### config.mk
export PLATFORM = sky130hd
export DESIGN_NAME = dbtu_top
export DESIGN_NICKNAME = d
export VERILOG_FILES = /design/src/logic/dbtu_pkg.sv /design/src/logic/dbtu_top.sv
export SDC_FILE = /design/constraint.sdc
export NUM_CORES = 1
export LEC_CHECK = 0
export BUFFER_PORTS_ARGS = -buffer_cell sky130_fd_sc_hd__buf_2
export CAP_MARGIN = 20
export CORE_MARGIN = 8
export CORE_UTILIZATION = 55
export CTS_BUF_LIST = sky130_fd_sc_hd__clkbuf_4 sky130_fd_sc_hd__clkbuf_8
export CTS_CLUSTER_DIAMETER = 80
export DETAILED_ROUTE_END_ITERATION = 8
export PLACE_DENSITY = 0.79
export SYNTH_ARGS = -nofsm -noshare
export SYNTH_HDL_FRONTEND = slang
export SYNTH_SLANG_ARGS = --single-unit
### constraint.sdc
create_clock -name clk_in -period 8.61 [get_ports clk_in]
set_input_delay 0.861 -clock clk_in [delete_from_list [all_inputs] [get_ports clk_in]]
set_output_delay 0.861 -clock clk_in [all_outputs]
set_load 0.03 [all_outputs]
### src/logic/dbtu_pkg.sv
package dbtu_pkg;

    localparam int DBTU_DATA_W = 32;
    localparam int DBTU_SEL_W = 4;
    localparam int DBTU_REG_COUNT = 11;

    // Register select codes carried by both write paths
    localparam logic [3:0] DBTU_SEL_PC_BASE = 4'h0;
    localparam logic [3:0] DBTU_SEL_PC_ENTRY1 = 4'h1;
    localparam logic [3:0] DBTU_SEL_PC_ENTRY2 = 4'h2;
    localparam logic [3:0] DBTU_SEL_PC_ENTRY3 = 4'h3;
    localparam logic [3:0] DBTU_SEL_PC_MASK = 4'h4;
    localparam logic [3:0] DBTU_SEL_ADDR_LOW = 4'h5;
    localparam logic [3:0] DBTU_SEL_ADDR_HIGH = 4'h6;
    localparam logic [3:0] DBTU_SEL_DATA_VALUE = 4'h7;
    localparam logic [3:0] DBTU_SEL_DATA_MASK = 4'h8;
    localparam logic [3:0] DBTU_SEL_TRIG_DEF = 4'h9;
    localparam logic [3:0] DBTU_SEL_TRACE_CTRL = 4'hA;

    localparam logic [31:0] DBTU_REG_RESET = 32'h0000_0000;

    // Trigger definition fields
    localparam int DBTU_TD_PC_INV = 0;
    localparam int DBTU_TD_PC_EN = 1;
    localparam int DBTU_TD_ADDR_LOW = 2;
    localparam int DBTU_TD_ADDR_RANGE = 3;
    localparam int DBTU_TD_ADDR_OUT = 4;
    localparam int DBTU_TD_DATA_INV = 5;
    localparam int DBTU_TD_DATA_QUAL = 6;
    localparam int DBTU_TD_MODE_LSB = 7;
    localparam int DBTU_TD_MODE_W = 3;

    // Trace control fields
    localparam int DBTU_TC_START_LSB = 0;
    localparam int DBTU_TC_STOP_LSB = 2;
    localparam int DBTU_TC_SRC_W = 2;
    localparam logic [1:0] DBTU_SRC_NONE = 2'h0;
    localparam logic [1:0] DBTU_SRC_PC = 2'h1;
    localparam logic [1:0] DBTU_SRC_ADDR = 2'h2;
    localparam logic [1:0] DBTU_SRC_ADDR_DATA = 2'h3;

    localparam int DBTU_VALID_BIT = 0;

    localparam logic [2:0] DBTU_MODE_OFF = 3'h0;
    localparam logic [2:0] DBTU_MODE_PC = 3'h1;
    localparam logic [2:0] DBTU_MODE_PC_OR_ADDR = 3'h2;
    localparam logic [2:0] DBTU_MODE_ADDR = 3'h3;
    localparam logic [2:0] DBTU_MODE_PC_THEN_ADDR = 3'h4;
    localparam logic [2:0] DBTU_MODE_ADDR_THEN_PC = 3'h5;

    typedef enum logic [1:0] {
        DBTU_SIZE_BYTE = 2'h0,
        DBTU_SIZE_WORD = 2'h1,
        DBTU_SIZE_LONG = 2'h2
    } dbtu_size_t;

    typedef struct packed {
        logic valid;
        logic [3:0] sel;
        logic [31:0] data;
    } dbtu_wr_t;

    typedef struct packed {
        logic valid;
        logic [31:0] addr;
        dbtu_size_t size;
        logic [31:0] data;
    } dbtu_xfer_t;

endpackage

### src/logic/dbtu_top.sv
`timescale 1ns/1ps
// Operation
// Mask bits drop base-entry PC bits
// Mask applies only to base entry
// Bit 0 enables each unmasked entry
// Unmasked entries compare PC bits 31-1
// Software keeps base entry bit 0 zero
// Software sets top address byte correctly
// Address compared on every local-bus transfer
// Address match: exact, inside, or outside
// Data mask bits drop data compare bits
// Operand lane from address and size
// Three one-level trigger forms supported
// Two two-level arm-then-fire sequences
// PC match ORs all four entries
// Data match only qualifies address match
// Writable by instruction and background port
// Comparators also start and stop trace
// Data invert bit flips data match
// Bits 4-2 pick address match type
// PC enable bit 1, invert bit 0
// Armed flag cleared by reset, redefinition
module dbtu_top
    import dbtu_pkg::*;
(
    input wire logic clk_in,
    input wire logic rst_n_in,
    input wire dbtu_wr_t instr_wr_in,
    input wire dbtu_wr_t port_wr_in,
    input wire logic pc_valid_in,
    input wire logic [31:0] pc_in,
    input wire dbtu_xfer_t xfer_in,
    output logic pc_match_out,
    output logic addr_match_out,
    output logic data_match_out,
    output logic armed_out,
    output logic trigger_out,
    output logic trace_start_out,
    output logic trace_stop_out
);

    logic rst_meta_n_q;
    logic rst_sync_n_q;
    logic [31:0] regs_q [DBTU_REG_COUNT];
    dbtu_wr_t wr;
    logic trig_def_wr;
    logic [31:0] td;
    logic [31:0] tc;
    logic [2:0] mode;
    logic [3:0] pc_hit;
    logic pc_any;
    logic pc_m;
    logic addr_low_hit;
    logic addr_in_range;
    logic addr_m;
    logic [31:0] lane_mask;
    logic data_eq;
    logic data_m;
    logic addr_term;
    logic first_ev;
    logic second_ev;
    logic two_level;
    logic fire_d;
    logic armed_q;

    // Intermediate terms kept apart so each compare stays readable
    logic [DBTU_REG_COUNT-1:0] wr_hit;
    logic [31:0] pc_base_diff;
    logic addr_above_low;
    logic addr_below_high;
    logic [3:0] lane_en;
    logic [31:0] data_diff;
    logic arm_set;
    logic arm_clr;
    logic trace_start_d;
    logic trace_stop_d;

    // Logic leaves reset on the second edge after release, never mid-cycle
    always_ff @(posedge clk_in or negedge rst_n_in) begin
        if (!rst_n_in) begin
            rst_meta_n_q <= 1'b0;
            rst_sync_n_q <= 1'b0;
        end else begin
            rst_meta_n_q <= 1'b1;
            rst_sync_n_q <= rst_meta_n_q;
        end
    end

    // Background port wins a same-cycle collision with the instruction
    always_comb begin
        if (port_wr_in.valid) begin
            wr = port_wr_in;
        end else begin
            wr = instr_wr_in;
        end
    end

    // A redefinition both drops the arm and blocks a fire in its cycle
    assign trig_def_wr = wr.valid && (wr.sel == DBTU_SEL_TRIG_DEF);

    genvar gi;
    generate
        for (gi = 0; gi < DBTU_REG_COUNT; gi++) begin : g_reg
            // Select codes above the last register decode to no entry
            assign wr_hit[gi] = wr.valid && (wr.sel == 4'(gi));

            always_ff @(posedge clk_in or negedge rst_sync_n_q) begin
                if (!rst_sync_n_q) begin
                    regs_q[gi] <= DBTU_REG_RESET;
                end else if (wr_hit[gi]) begin
                    regs_q[gi] <= wr.data;
                end
            end
        end
    endgenerate

    assign td = regs_q[DBTU_SEL_TRIG_DEF];
    assign tc = regs_q[DBTU_SEL_TRACE_CTRL];
    assign mode = td[DBTU_TD_MODE_LSB +: DBTU_TD_MODE_W];

    // Base entry with bit mask, other entries compare bits 31-1 with valid bit 0
    assign pc_base_diff = (pc_in ^ regs_q[DBTU_SEL_PC_BASE]) & ~regs_q[DBTU_SEL_PC_MASK];
    assign pc_hit[0] = pc_base_diff == 32'h0000_0000;
    generate
        for (gi = 1; gi < 4; gi++) begin : g_pc
            logic entry_on;
            logic addr_eq;

            // Bit 0 is the valid flag, so it never joins the address compare
            assign entry_on = regs_q[gi][DBTU_VALID_BIT];
            assign addr_eq = pc_in[31:1] == regs_q[gi][31:1];
            assign pc_hit[gi] = entry_on && addr_eq;
        end
    endgenerate

    // Invert applies to the OR of all entries, not to each entry
    always_comb begin
        pc_any = |pc_hit;
        pc_m = pc_valid_in && td[DBTU_TD_PC_EN] && (pc_any ^ td[DBTU_TD_PC_INV]);
    end

    // Both bounds count as inside; compare is unsigned over all 32 bits
    always_comb begin
        addr_low_hit = xfer_in.addr == regs_q[DBTU_SEL_ADDR_LOW];
        addr_above_low = xfer_in.addr >= regs_q[DBTU_SEL_ADDR_LOW];
        addr_below_high = xfer_in.addr <= regs_q[DBTU_SEL_ADDR_HIGH];
    end

    // A low bound above the high bound leaves the range empty
    assign addr_in_range = addr_above_low && addr_below_high;

    always_comb begin
        addr_m = xfer_in.valid && (
            (td[DBTU_TD_ADDR_LOW] && addr_low_hit)
            || (td[DBTU_TD_ADDR_RANGE] && addr_in_range)
            || (td[DBTU_TD_ADDR_OUT] && !addr_in_range));
    end

    // Lane enables follow the big-endian byte order of the bus
    always_comb begin
        lane_en = 4'hF;
        case (xfer_in.size)
            DBTU_SIZE_BYTE: begin
                case (xfer_in.addr[1:0])
                    2'h0: lane_en = 4'h8;
                    2'h1: lane_en = 4'h4;
                    2'h2: lane_en = 4'h2;
                    default: lane_en = 4'h1;
                endcase
            end
            DBTU_SIZE_WORD: begin
                lane_en = xfer_in.addr[1] ? 4'h3 : 4'hC;
            end
            default: begin
                lane_en = 4'hF;
            end
        endcase
    end

    generate
        for (gi = 0; gi < 4; gi++) begin : g_lane
            assign lane_mask[gi*8 +: 8] = {8{lane_en[gi]}};
        end
    endgenerate

    // Unselected lanes carry stale bus bytes, so they are masked out
    assign data_diff = (xfer_in.data ^ regs_q[DBTU_SEL_DATA_VALUE])
        & ~regs_q[DBTU_SEL_DATA_MASK] & lane_mask;
    assign data_eq = data_diff == 32'h0000_0000;

    // Data hit is only defined while a transfer is on the bus
    always_comb begin
        data_m = xfer_in.valid && (data_eq ^ td[DBTU_TD_DATA_INV]);
    end

    // Data never fires alone; it only narrows an address hit
    assign addr_term = addr_m && (!td[DBTU_TD_DATA_QUAL] || data_m);

    always_comb begin
        first_ev = 1'b0;
        second_ev = 1'b0;
        two_level = 1'b0;
        case (mode)
            DBTU_MODE_OFF: begin
                first_ev = 1'b0;
            end
            DBTU_MODE_PC: begin
                first_ev = pc_m;
            end
            DBTU_MODE_PC_OR_ADDR: begin
                first_ev = pc_m || addr_term;
            end
            DBTU_MODE_ADDR: begin
                first_ev = addr_term;
            end
            DBTU_MODE_PC_THEN_ADDR: begin
                two_level = 1'b1;
                first_ev = pc_m;
                second_ev = addr_term;
            end
            DBTU_MODE_ADDR_THEN_PC: begin
                two_level = 1'b1;
                first_ev = addr_term;
                second_ev = pc_m;
            end
            default: begin
                first_ev = 1'b0;
            end
        endcase
    end

    // Only the second level may fire while armed
    assign fire_d = !trig_def_wr
        && (two_level ? (armed_q && second_ev) : first_ev);

    // Same-cycle first and second events do not fire; arming needs a prior cycle
    assign arm_set = two_level && !armed_q && first_ev;
    assign arm_clr = trig_def_wr || fire_d;

    // Clearing has priority so a redefinition never leaves a stale arm
    always_ff @(posedge clk_in or negedge rst_sync_n_q) begin
        if (!rst_sync_n_q) begin
            armed_q <= 1'b0;
        end else if (arm_clr) begin
            armed_q <= 1'b0;
        end else if (arm_set) begin
            armed_q <= 1'b1;
        end
    end

    // Trace taps use the raw comparator terms, not the trigger sequencer
    always_comb begin
        case (tc[DBTU_TC_START_LSB +: DBTU_TC_SRC_W])
            DBTU_SRC_PC: begin
                trace_start_d = pc_m;
            end
            DBTU_SRC_ADDR: begin
                trace_start_d = addr_m;
            end
            DBTU_SRC_ADDR_DATA: begin
                trace_start_d = addr_term;
            end
            default: begin
                trace_start_d = 1'b0;
            end
        endcase
    end

    always_comb begin
        case (tc[DBTU_TC_STOP_LSB +: DBTU_TC_SRC_W])
            DBTU_SRC_PC: begin
                trace_stop_d = pc_m;
            end
            DBTU_SRC_ADDR: begin
                trace_stop_d = addr_m;
            end
            DBTU_SRC_ADDR_DATA: begin
                trace_stop_d = addr_term;
            end
            default: begin
                trace_stop_d = 1'b0;
            end
        endcase
    end

    // One flop per output keeps each reset value and source in plain view
    always_ff @(posedge clk_in or negedge rst_sync_n_q) begin
        if (!rst_sync_n_q) begin
            pc_match_out <= 1'b0;
        end else begin
            pc_match_out <= pc_m;
        end
    end

    always_ff @(posedge clk_in or negedge rst_sync_n_q) begin
        if (!rst_sync_n_q) begin
            addr_match_out <= 1'b0;
        end else begin
            addr_match_out <= addr_m;
        end
    end

    always_ff @(posedge clk_in or negedge rst_sync_n_q) begin
        if (!rst_sync_n_q) begin
            data_match_out <= 1'b0;
        end else begin
            data_match_out <= data_m;
        end
    end

    always_ff @(posedge clk_in or negedge rst_sync_n_q) begin
        if (!rst_sync_n_q) begin
            trigger_out <= 1'b0;
        end else begin
            trigger_out <= fire_d;
        end
    end

    always_ff @(posedge clk_in or negedge rst_sync_n_q) begin
        if (!rst_sync_n_q) begin
            armed_out <= 1'b0;
        end else begin
            armed_out <= armed_q;
        end
    end

    always_ff @(posedge clk_in or negedge rst_sync_n_q) begin
        if (!rst_sync_n_q) begin
            trace_start_out <= 1'b0;
        end else begin
            trace_start_out <= trace_start_d;
        end
    end

    always_ff @(posedge clk_in or negedge rst_sync_n_q) begin
        if (!rst_sync_n_q) begin
            trace_stop_out <= 1'b0;
        end else begin
            trace_stop_out <= trace_stop_d;
        end
    end

endmodule

* After elaboration in Yosys (flattened, before gate mapping)
Index checks and enable logic that the tools add are counted.
** Operators by class
- Magnitude comparators :: 2
- Bitwise gates (word level) :: 9
- Multiplexer cells :: 12
- Reduce and logical (&&, ||, !) cells :: 46
- Eq/ne operators :: 28
** Operators with widths (count)
- $and 32x32->32 :: 3
- $eq 31x31->1 :: 3
- $logic_not 32->1 :: 2
- $not 32->32 :: 2
- $xor 32x32->32 :: 2
- $mux 37 :: 1
- $eq 32x32->1 :: 1
- $ge 32x32->1 :: 1
- $le 32x32->1 :: 1
- $logic_and 1x1->1 :: 27
- $eq 4x3->1 const B :: 4
- $eq 4x4->1 const B :: 3
- $pmux 4 s3 :: 1
- $eq 2x2->1 const B :: 5
- $pmux 1 s3 :: 3
- $eq 2x1->1 const B :: 4
- $eq 4x2->1 const B :: 2
- $pmux 4 s2 :: 1
- $eq 3x2->1 const B :: 2
- $eq 3x3->1 const B :: 2
- $reduce_or 2->1 :: 3
- $logic_or 1x1->1 :: 5
- $eq 4x1->1 const B :: 1
- $logic_not 1->1 :: 4
- other kinds (9) :: 14
** Storage, ports and cells
- Logic and storage cells :: 118
- Bits of input ports :: 176
- Register bits :: 312
- Output and inout bits :: 7

* Logic depth before layout (Yosys ltp)
- Depth in word-level cells :: 15
- Mapped depth :: 11
- Mapped depth without buffers :: 11

* Worst setup path after synthesis
OpenSTA, ideal clock, no wires.
- Path type :: input -> register
- Start :: input xfer_in[63] (netlist bit)
- End :: register trigger_out
- Path slack :: 5684 ps
- Arrival :: 2860 ps
- Stages on the path :: 10
- Setup time :: 66 ps
- Path buffers :: 0
- Required time :: 8544 ps
- Path through :: ha_1 a21o_1 a21o_1 a21oi_1 o21ai_0 a2111o_1 a21bo_1 a31o_2 o32ai_2 and2_1
** Between the ends
- Cells in the longest elaborated chain, start to end :: 11
- Elaborated cells between the ends (all ways) :: 18
- Classes of those cells :: order compare (2); eq/ne (1); mux (3); reduce/logical (12)
** Ends and longest elaborated chain
- from (decl) :: RTL line dbtu_top.sv:32 : input wire dbtu_xfer_t xfer_in,
- $ge 32x32->1 / $le 32x32->1 (equally long branches) :: RTL line dbtu_top.sv:145, dbtu_top.sv:146
- $logic_and 1x1->1 :: RTL line dbtu_top.sv:150 : assign addr_in_range = addr_above_low && addr_below_high;
- $logic_and 1x1->1 / $logic_not 1->1 (equally long branches) :: RTL line dbtu_top.sv:155, dbtu_top.sv:156
- $logic_or 1x1->1 / $logic_and 1x1->1 (equally long branches) :: RTL line dbtu_top.sv:155, dbtu_top.sv:156
- $logic_or 1x1->1 * :: RTL line dbtu_top.sv:156 : || (td[DBTU_TD_ADDR_OUT] && !addr_in_range));
- $logic_and 1x1->1 * :: RTL line dbtu_top.sv:153 : addr_m = xfer_in.valid && (
- $logic_and 1x1->1 * :: RTL line dbtu_top.sv:197 : assign addr_term = addr_m && (!td[DBTU_TD_DATA_QUAL] || data_m);
- $logic_or 1x1->1 / $pmux 1 s2 (equally long branches) :: RTL line dbtu_top.sv:211, dbtu_top.sv:203
- $pmux 1 s3 / $logic_and 1x1->1 (equally long branches) :: RTL line dbtu_top.sv:203, dbtu_top.sv:234
- $mux 1 * :: RTL line dbtu_top.sv:234 : && (two_level ? (armed_q && second_ev) : first_ev);
- $logic_and 1x1->1 * :: RTL line dbtu_top.sv:234
- net fire_d :: RTL line dbtu_top.sv:63 : logic fire_d;
- to (signal assigned) :: RTL line dbtu_top.sv:315 : trigger_out <= fire_d;
- to (decl) :: RTL line dbtu_top.sv:37 : output logic trigger_out,
The timed path passes the listed nets; every way through them passes the cells marked *.
A chain may end at the register's enable or synchronous reset.

* Final worst setup path
- Start :: register regs_q[124] (netlist bit)
- End :: register trigger_out
** Between the ends
- Cells in the longest elaborated chain, start to end :: 12
- Elaborated cells between the ends (all ways) :: 14
- Classes of those cells :: mux (3); bitwise (4); reduce/logical (7)
** Ends and longest elaborated chain
- from (decl) :: RTL line dbtu_top.sv:44 : logic [31:0] regs_q [DBTU_REG_COUNT];
- from (signal, indexed assignment) :: RTL line dbtu_top.sv:111 : regs_q[gi] <= wr.data;
- $xor 32x32->32 * :: RTL line dbtu_top.sv:187 : assign data_diff = (xfer_in.data ^ regs_q[DBTU_SEL_DATA_VALUE])
- $and 32x32->32 * (2 in a row) :: RTL line dbtu_top.sv:188 : & ~regs_q[DBTU_SEL_DATA_MASK] & lane_mask;
- $logic_not 32->1 * :: RTL line dbtu_top.sv:189 : assign data_eq = data_diff == 32'h0000_0000;
- $xor 1x1->1 * :: RTL line dbtu_top.sv:193 : data_m = xfer_in.valid && (data_eq ^ td[DBTU_TD_DATA_INV]);
- $logic_and 1x1->1 * :: RTL line dbtu_top.sv:193
- $logic_or 1x1->1 * :: RTL line dbtu_top.sv:197
- $logic_and 1x1->1 * :: RTL line dbtu_top.sv:197
- $logic_or 1x1->1 / $pmux 1 s2 (equally long branches) :: RTL line dbtu_top.sv:211, dbtu_top.sv:203
- $pmux 1 s3 / $logic_and 1x1->1 (equally long branches) :: RTL line dbtu_top.sv:203, dbtu_top.sv:234
- $mux 1 * :: RTL line dbtu_top.sv:234
- $logic_and 1x1->1 * :: RTL line dbtu_top.sv:234
- net fire_d :: RTL line dbtu_top.sv:63
Marks and branches as above.

==> results.json <==
{
  "status": "completed",
  "cp.required_ns": 9.07,
  "synth_top_area_share_pct": 51.9,
  "cts_buffer_depth": 3,
  "yosysWarnings": 0,
  "synth.distinct_cells": 47,
  "met1Wirelength_um": 17200,
  "start_util_pct": 56.0,
  "post-dp-hpwl_um": 29800,
  "synth_most_common_cell": "dfrtp_1",
  "tns_ns": 0,
  "arrival_ns": 3.37,
  "crit_fanout": 4,
  "wire_per_inst_um": 19.4,
  "slew_headroom_pct": 21.5,
  "drc": 0,
  "rsz0062_at_grt": "false",
  "core_area_mm2": 0.0269,
  "ir_drop_mv": 0.179,
  "io-pin-count": 183,
  "antenna_found_initial": 6,
  "vias": 11900,
  "clk_latency_ns": 0.57,
  "cellPowerDensity_mw_per_mm2": 269,
  "nets": 1995,
  "drt_first_pass_iters": 5,
  "setup_viol": 0,
  "ys_seq_area_share_pct": 51.9,
  "synth_edf_count": 0,
  "worstSetupPathType": "flip-flop to flip-flop",
  "dieArea_mm2": 0.0329,
  "die_h_um": 181,
  "syn_avg_cell_area_um2": 9.49,
  "synth_area_leaders": "dfrtp_1, o21ai_0, xnor2_1, nand2_1, ha_1",
  "cts_setup_buffers": 0,
  "syn_inst": 1584,
  "dr_wl_met2_um": 20300,
  "htreeDepth": 2,
  "drt-initial-drc-count": 769,
  "hold_buffers": 0,
  "ys_ff_latch": 312,
  "multiInputGateArea_mm2": 0.00661,
  "wirelength_um": 41400,
  "port_buffers": 182,
  "hold_viol_final": 0,
  "rr_startpoint": "regs_q[124]",
  "skew_ns": 0.0205,
  "syn_area_mm2": 0.0150,
  "crit_chain": "xnor2_1, o22ai_1, nor4_1, o21ai_0, nand3_1, a21oi_1, nor3b_1, o32ai_2, and2_1",
  "cts.sinks": 312,
  "synth_commonest_cells": "dfrtp_1, nand2_1, o21ai_0",
  "row_count": 60,
  "worst-r2r-setup-slack_ns": 5.70,
  "p_leak_uw": 0.00829,
  "timing.final.crit_share_pct": 33.8,
  "reg2reg_to": "trigger_out",
  "slowest_delay_ns": 0.76,
  "ant_nets": 0,
  "drv_cap": 0,
  "slew_violations": 0,
  "clock.fmax_mhz": 344,
  "syn_nets": 1824,
  "hold_class": "input pin to asynchronous set/reset pin",
  "grt_start_max_net_pins": 86,
  "synthArstFlopShare_pct": 100,
  "overflow": 0,
  "die_w_um": 181,
  "syn_to_final_growth_pct": 16.9,
  "maxUsedRoutingLayer": "met5",
  "period_needed_ns": 2.91,
  "worst_slew_pin_slew_ns": 1.14,
  "wl_met3_um": 2600,
  "total_power_uw": 4730,
  "critPathLaunchType": "flip-flop",
  "fillers": 2160,
  "drive_gt1_share_pct": 17.8,
  "regArea_mm2": 0.00781,
  "cts_buffers": 51,
  "r2r_cells": 9,
  "cts_tree": "done",
  "endpoint_kind": "flip-flop",
  "grt_pass1_wl_um": 64500,
  "grt_pass1_vias": 12000,
  "place.gp.congestion": 0.881,
  "crit_slowest_cell": "nor4_1",
  "clock-root-buffer": "clkbuf_8",
  "path_clk_slew_ns": 0.07,
  "ys.flop_type": "dfrtp_1",
  "synth_top_cell_by_area": "dfrtp_1",
  "post_cts_resized": 0,
  "grtUsageTotal_pct": 24.9,
  "viasPerCell": 5.56
}
per-stage QoR:
stage	util [%]	instances	hold slack [ns]	setup slack (ns)	cell area, um2
after global placement	60.1	2029	0.341	5.24	16200
after floorplan	-	1584	0.331	3.51	15000
after global routing	65.4	2139	0.0548	5.49	17600
after CTS	64.8	2127	0.0490	5.79	17400
after detailed placement	60.3	2033	0.336	5.25	16200
final	65.4	2140	0.0736	5.70	17600
flip-flops by register name, summed over array words and instances, names as in the netlist:
name             count
armed_q              1
regs_q             285
g_pc.entry_on        3
data_match_out       1
trigger_out          1
addr_match_out       1
trace_stop_out       1
armed_out            1
tc                   4
pc_match_out         1
trace_start_out      1
rst_sync_n_q         1
td                  10
rst_meta_n_q         1
routing by layer:
metal  global-route usage (%)  vias up
met3                     5.14       87
li1                         -     5704
met1                     31.1     5769
met5                        0        -
met2                     42.2      329
met4                     9.35        4
cell families after synthesis:
logic type	after synthesis	share of synthesized area, %
AOI/OAI and AO/OA	405	14.4
xor gates and xnor gates	160	9.32
adders and majority gates	64	5.32
other	1	0.0249
buffers and inverters	168	4.23
muxes	32	2.13
and+or+nand+nor	442	12.6
DFF	312	51.9
worst max-delay path by stage:
stage	startpoint	end
after floorplan	rst_sync_n_q	addr_match_out
after global placement	xfer_in[22]	trigger_out
after detailed placement	xfer_in[28]	trigger_out
after CTS	regs_q[119]	trigger_out
after global routing	regs_q[121]	trace_stop_out
final	regs_q[124]	trigger_out
worst max-delay path, delay by kind of cell (launching register included):
kind / cells / cell delay (ns)
and+or+nand+nor: 4 / 1.62
AOI/OAI and AO/OA: 4 / 0.62
DFF: 1 / 0.40
xor gates and xnor gates: 1 / 0.18
cells in the final DEF (no fill, tap or decap), types with 2 or more instances in the layout:
master	n
ha_1	64
clkinv_2	10
dfrtp_1	311
nand2_1	303
o32ai_1	3
nand2b_1	3
and4_1	3
diode_2	3
nor3_1	2
buf_12	4
o21ai_0	279
nand3b_1	3
bufinv_16	6
clkbuf_4	14
a221oi_1	4
o31ai_1	2
a21bo_1	2
nand3_1	14
xor2_1	2
buf_4	27
inv_1	71
a21o_1	7
nor3b_1	4
xnor2_1	158
buf_2	182
nor2b_1	6
nand2_2	3
nor2_1	44
buf_16	2
clkbuf_8	64
nor4_1	14
nand4_1	35
mux2i_1	32
o22ai_1	33
a21oi_1	60
o21ai_1	4
or2_2	2
report_power, final:
part / total, uW / switching [uW] / leakage [uW] / internal, uW
clock network: 1510 / 600 / 0.000648 / 912
registers: 2120 / 257 / 0.00390 / 1860
logic: 1100 / 605 / 0.00374 / 494
total: 4730 / 1460 / 0.00829 / 3270
final cells by class:
class	count	area share [%]
Sequential cell	312	44.4
Multi-Input combinational cell	1104	37.6
Timing Repair Buffer	215	7.10
Clock buffer	78	5.61
Tap cell	341	2.43
Inverter	71	1.52
Clock inverter	16	1.31
Antenna cell	3	0.0427
Power figures use the tool's default switching activity.
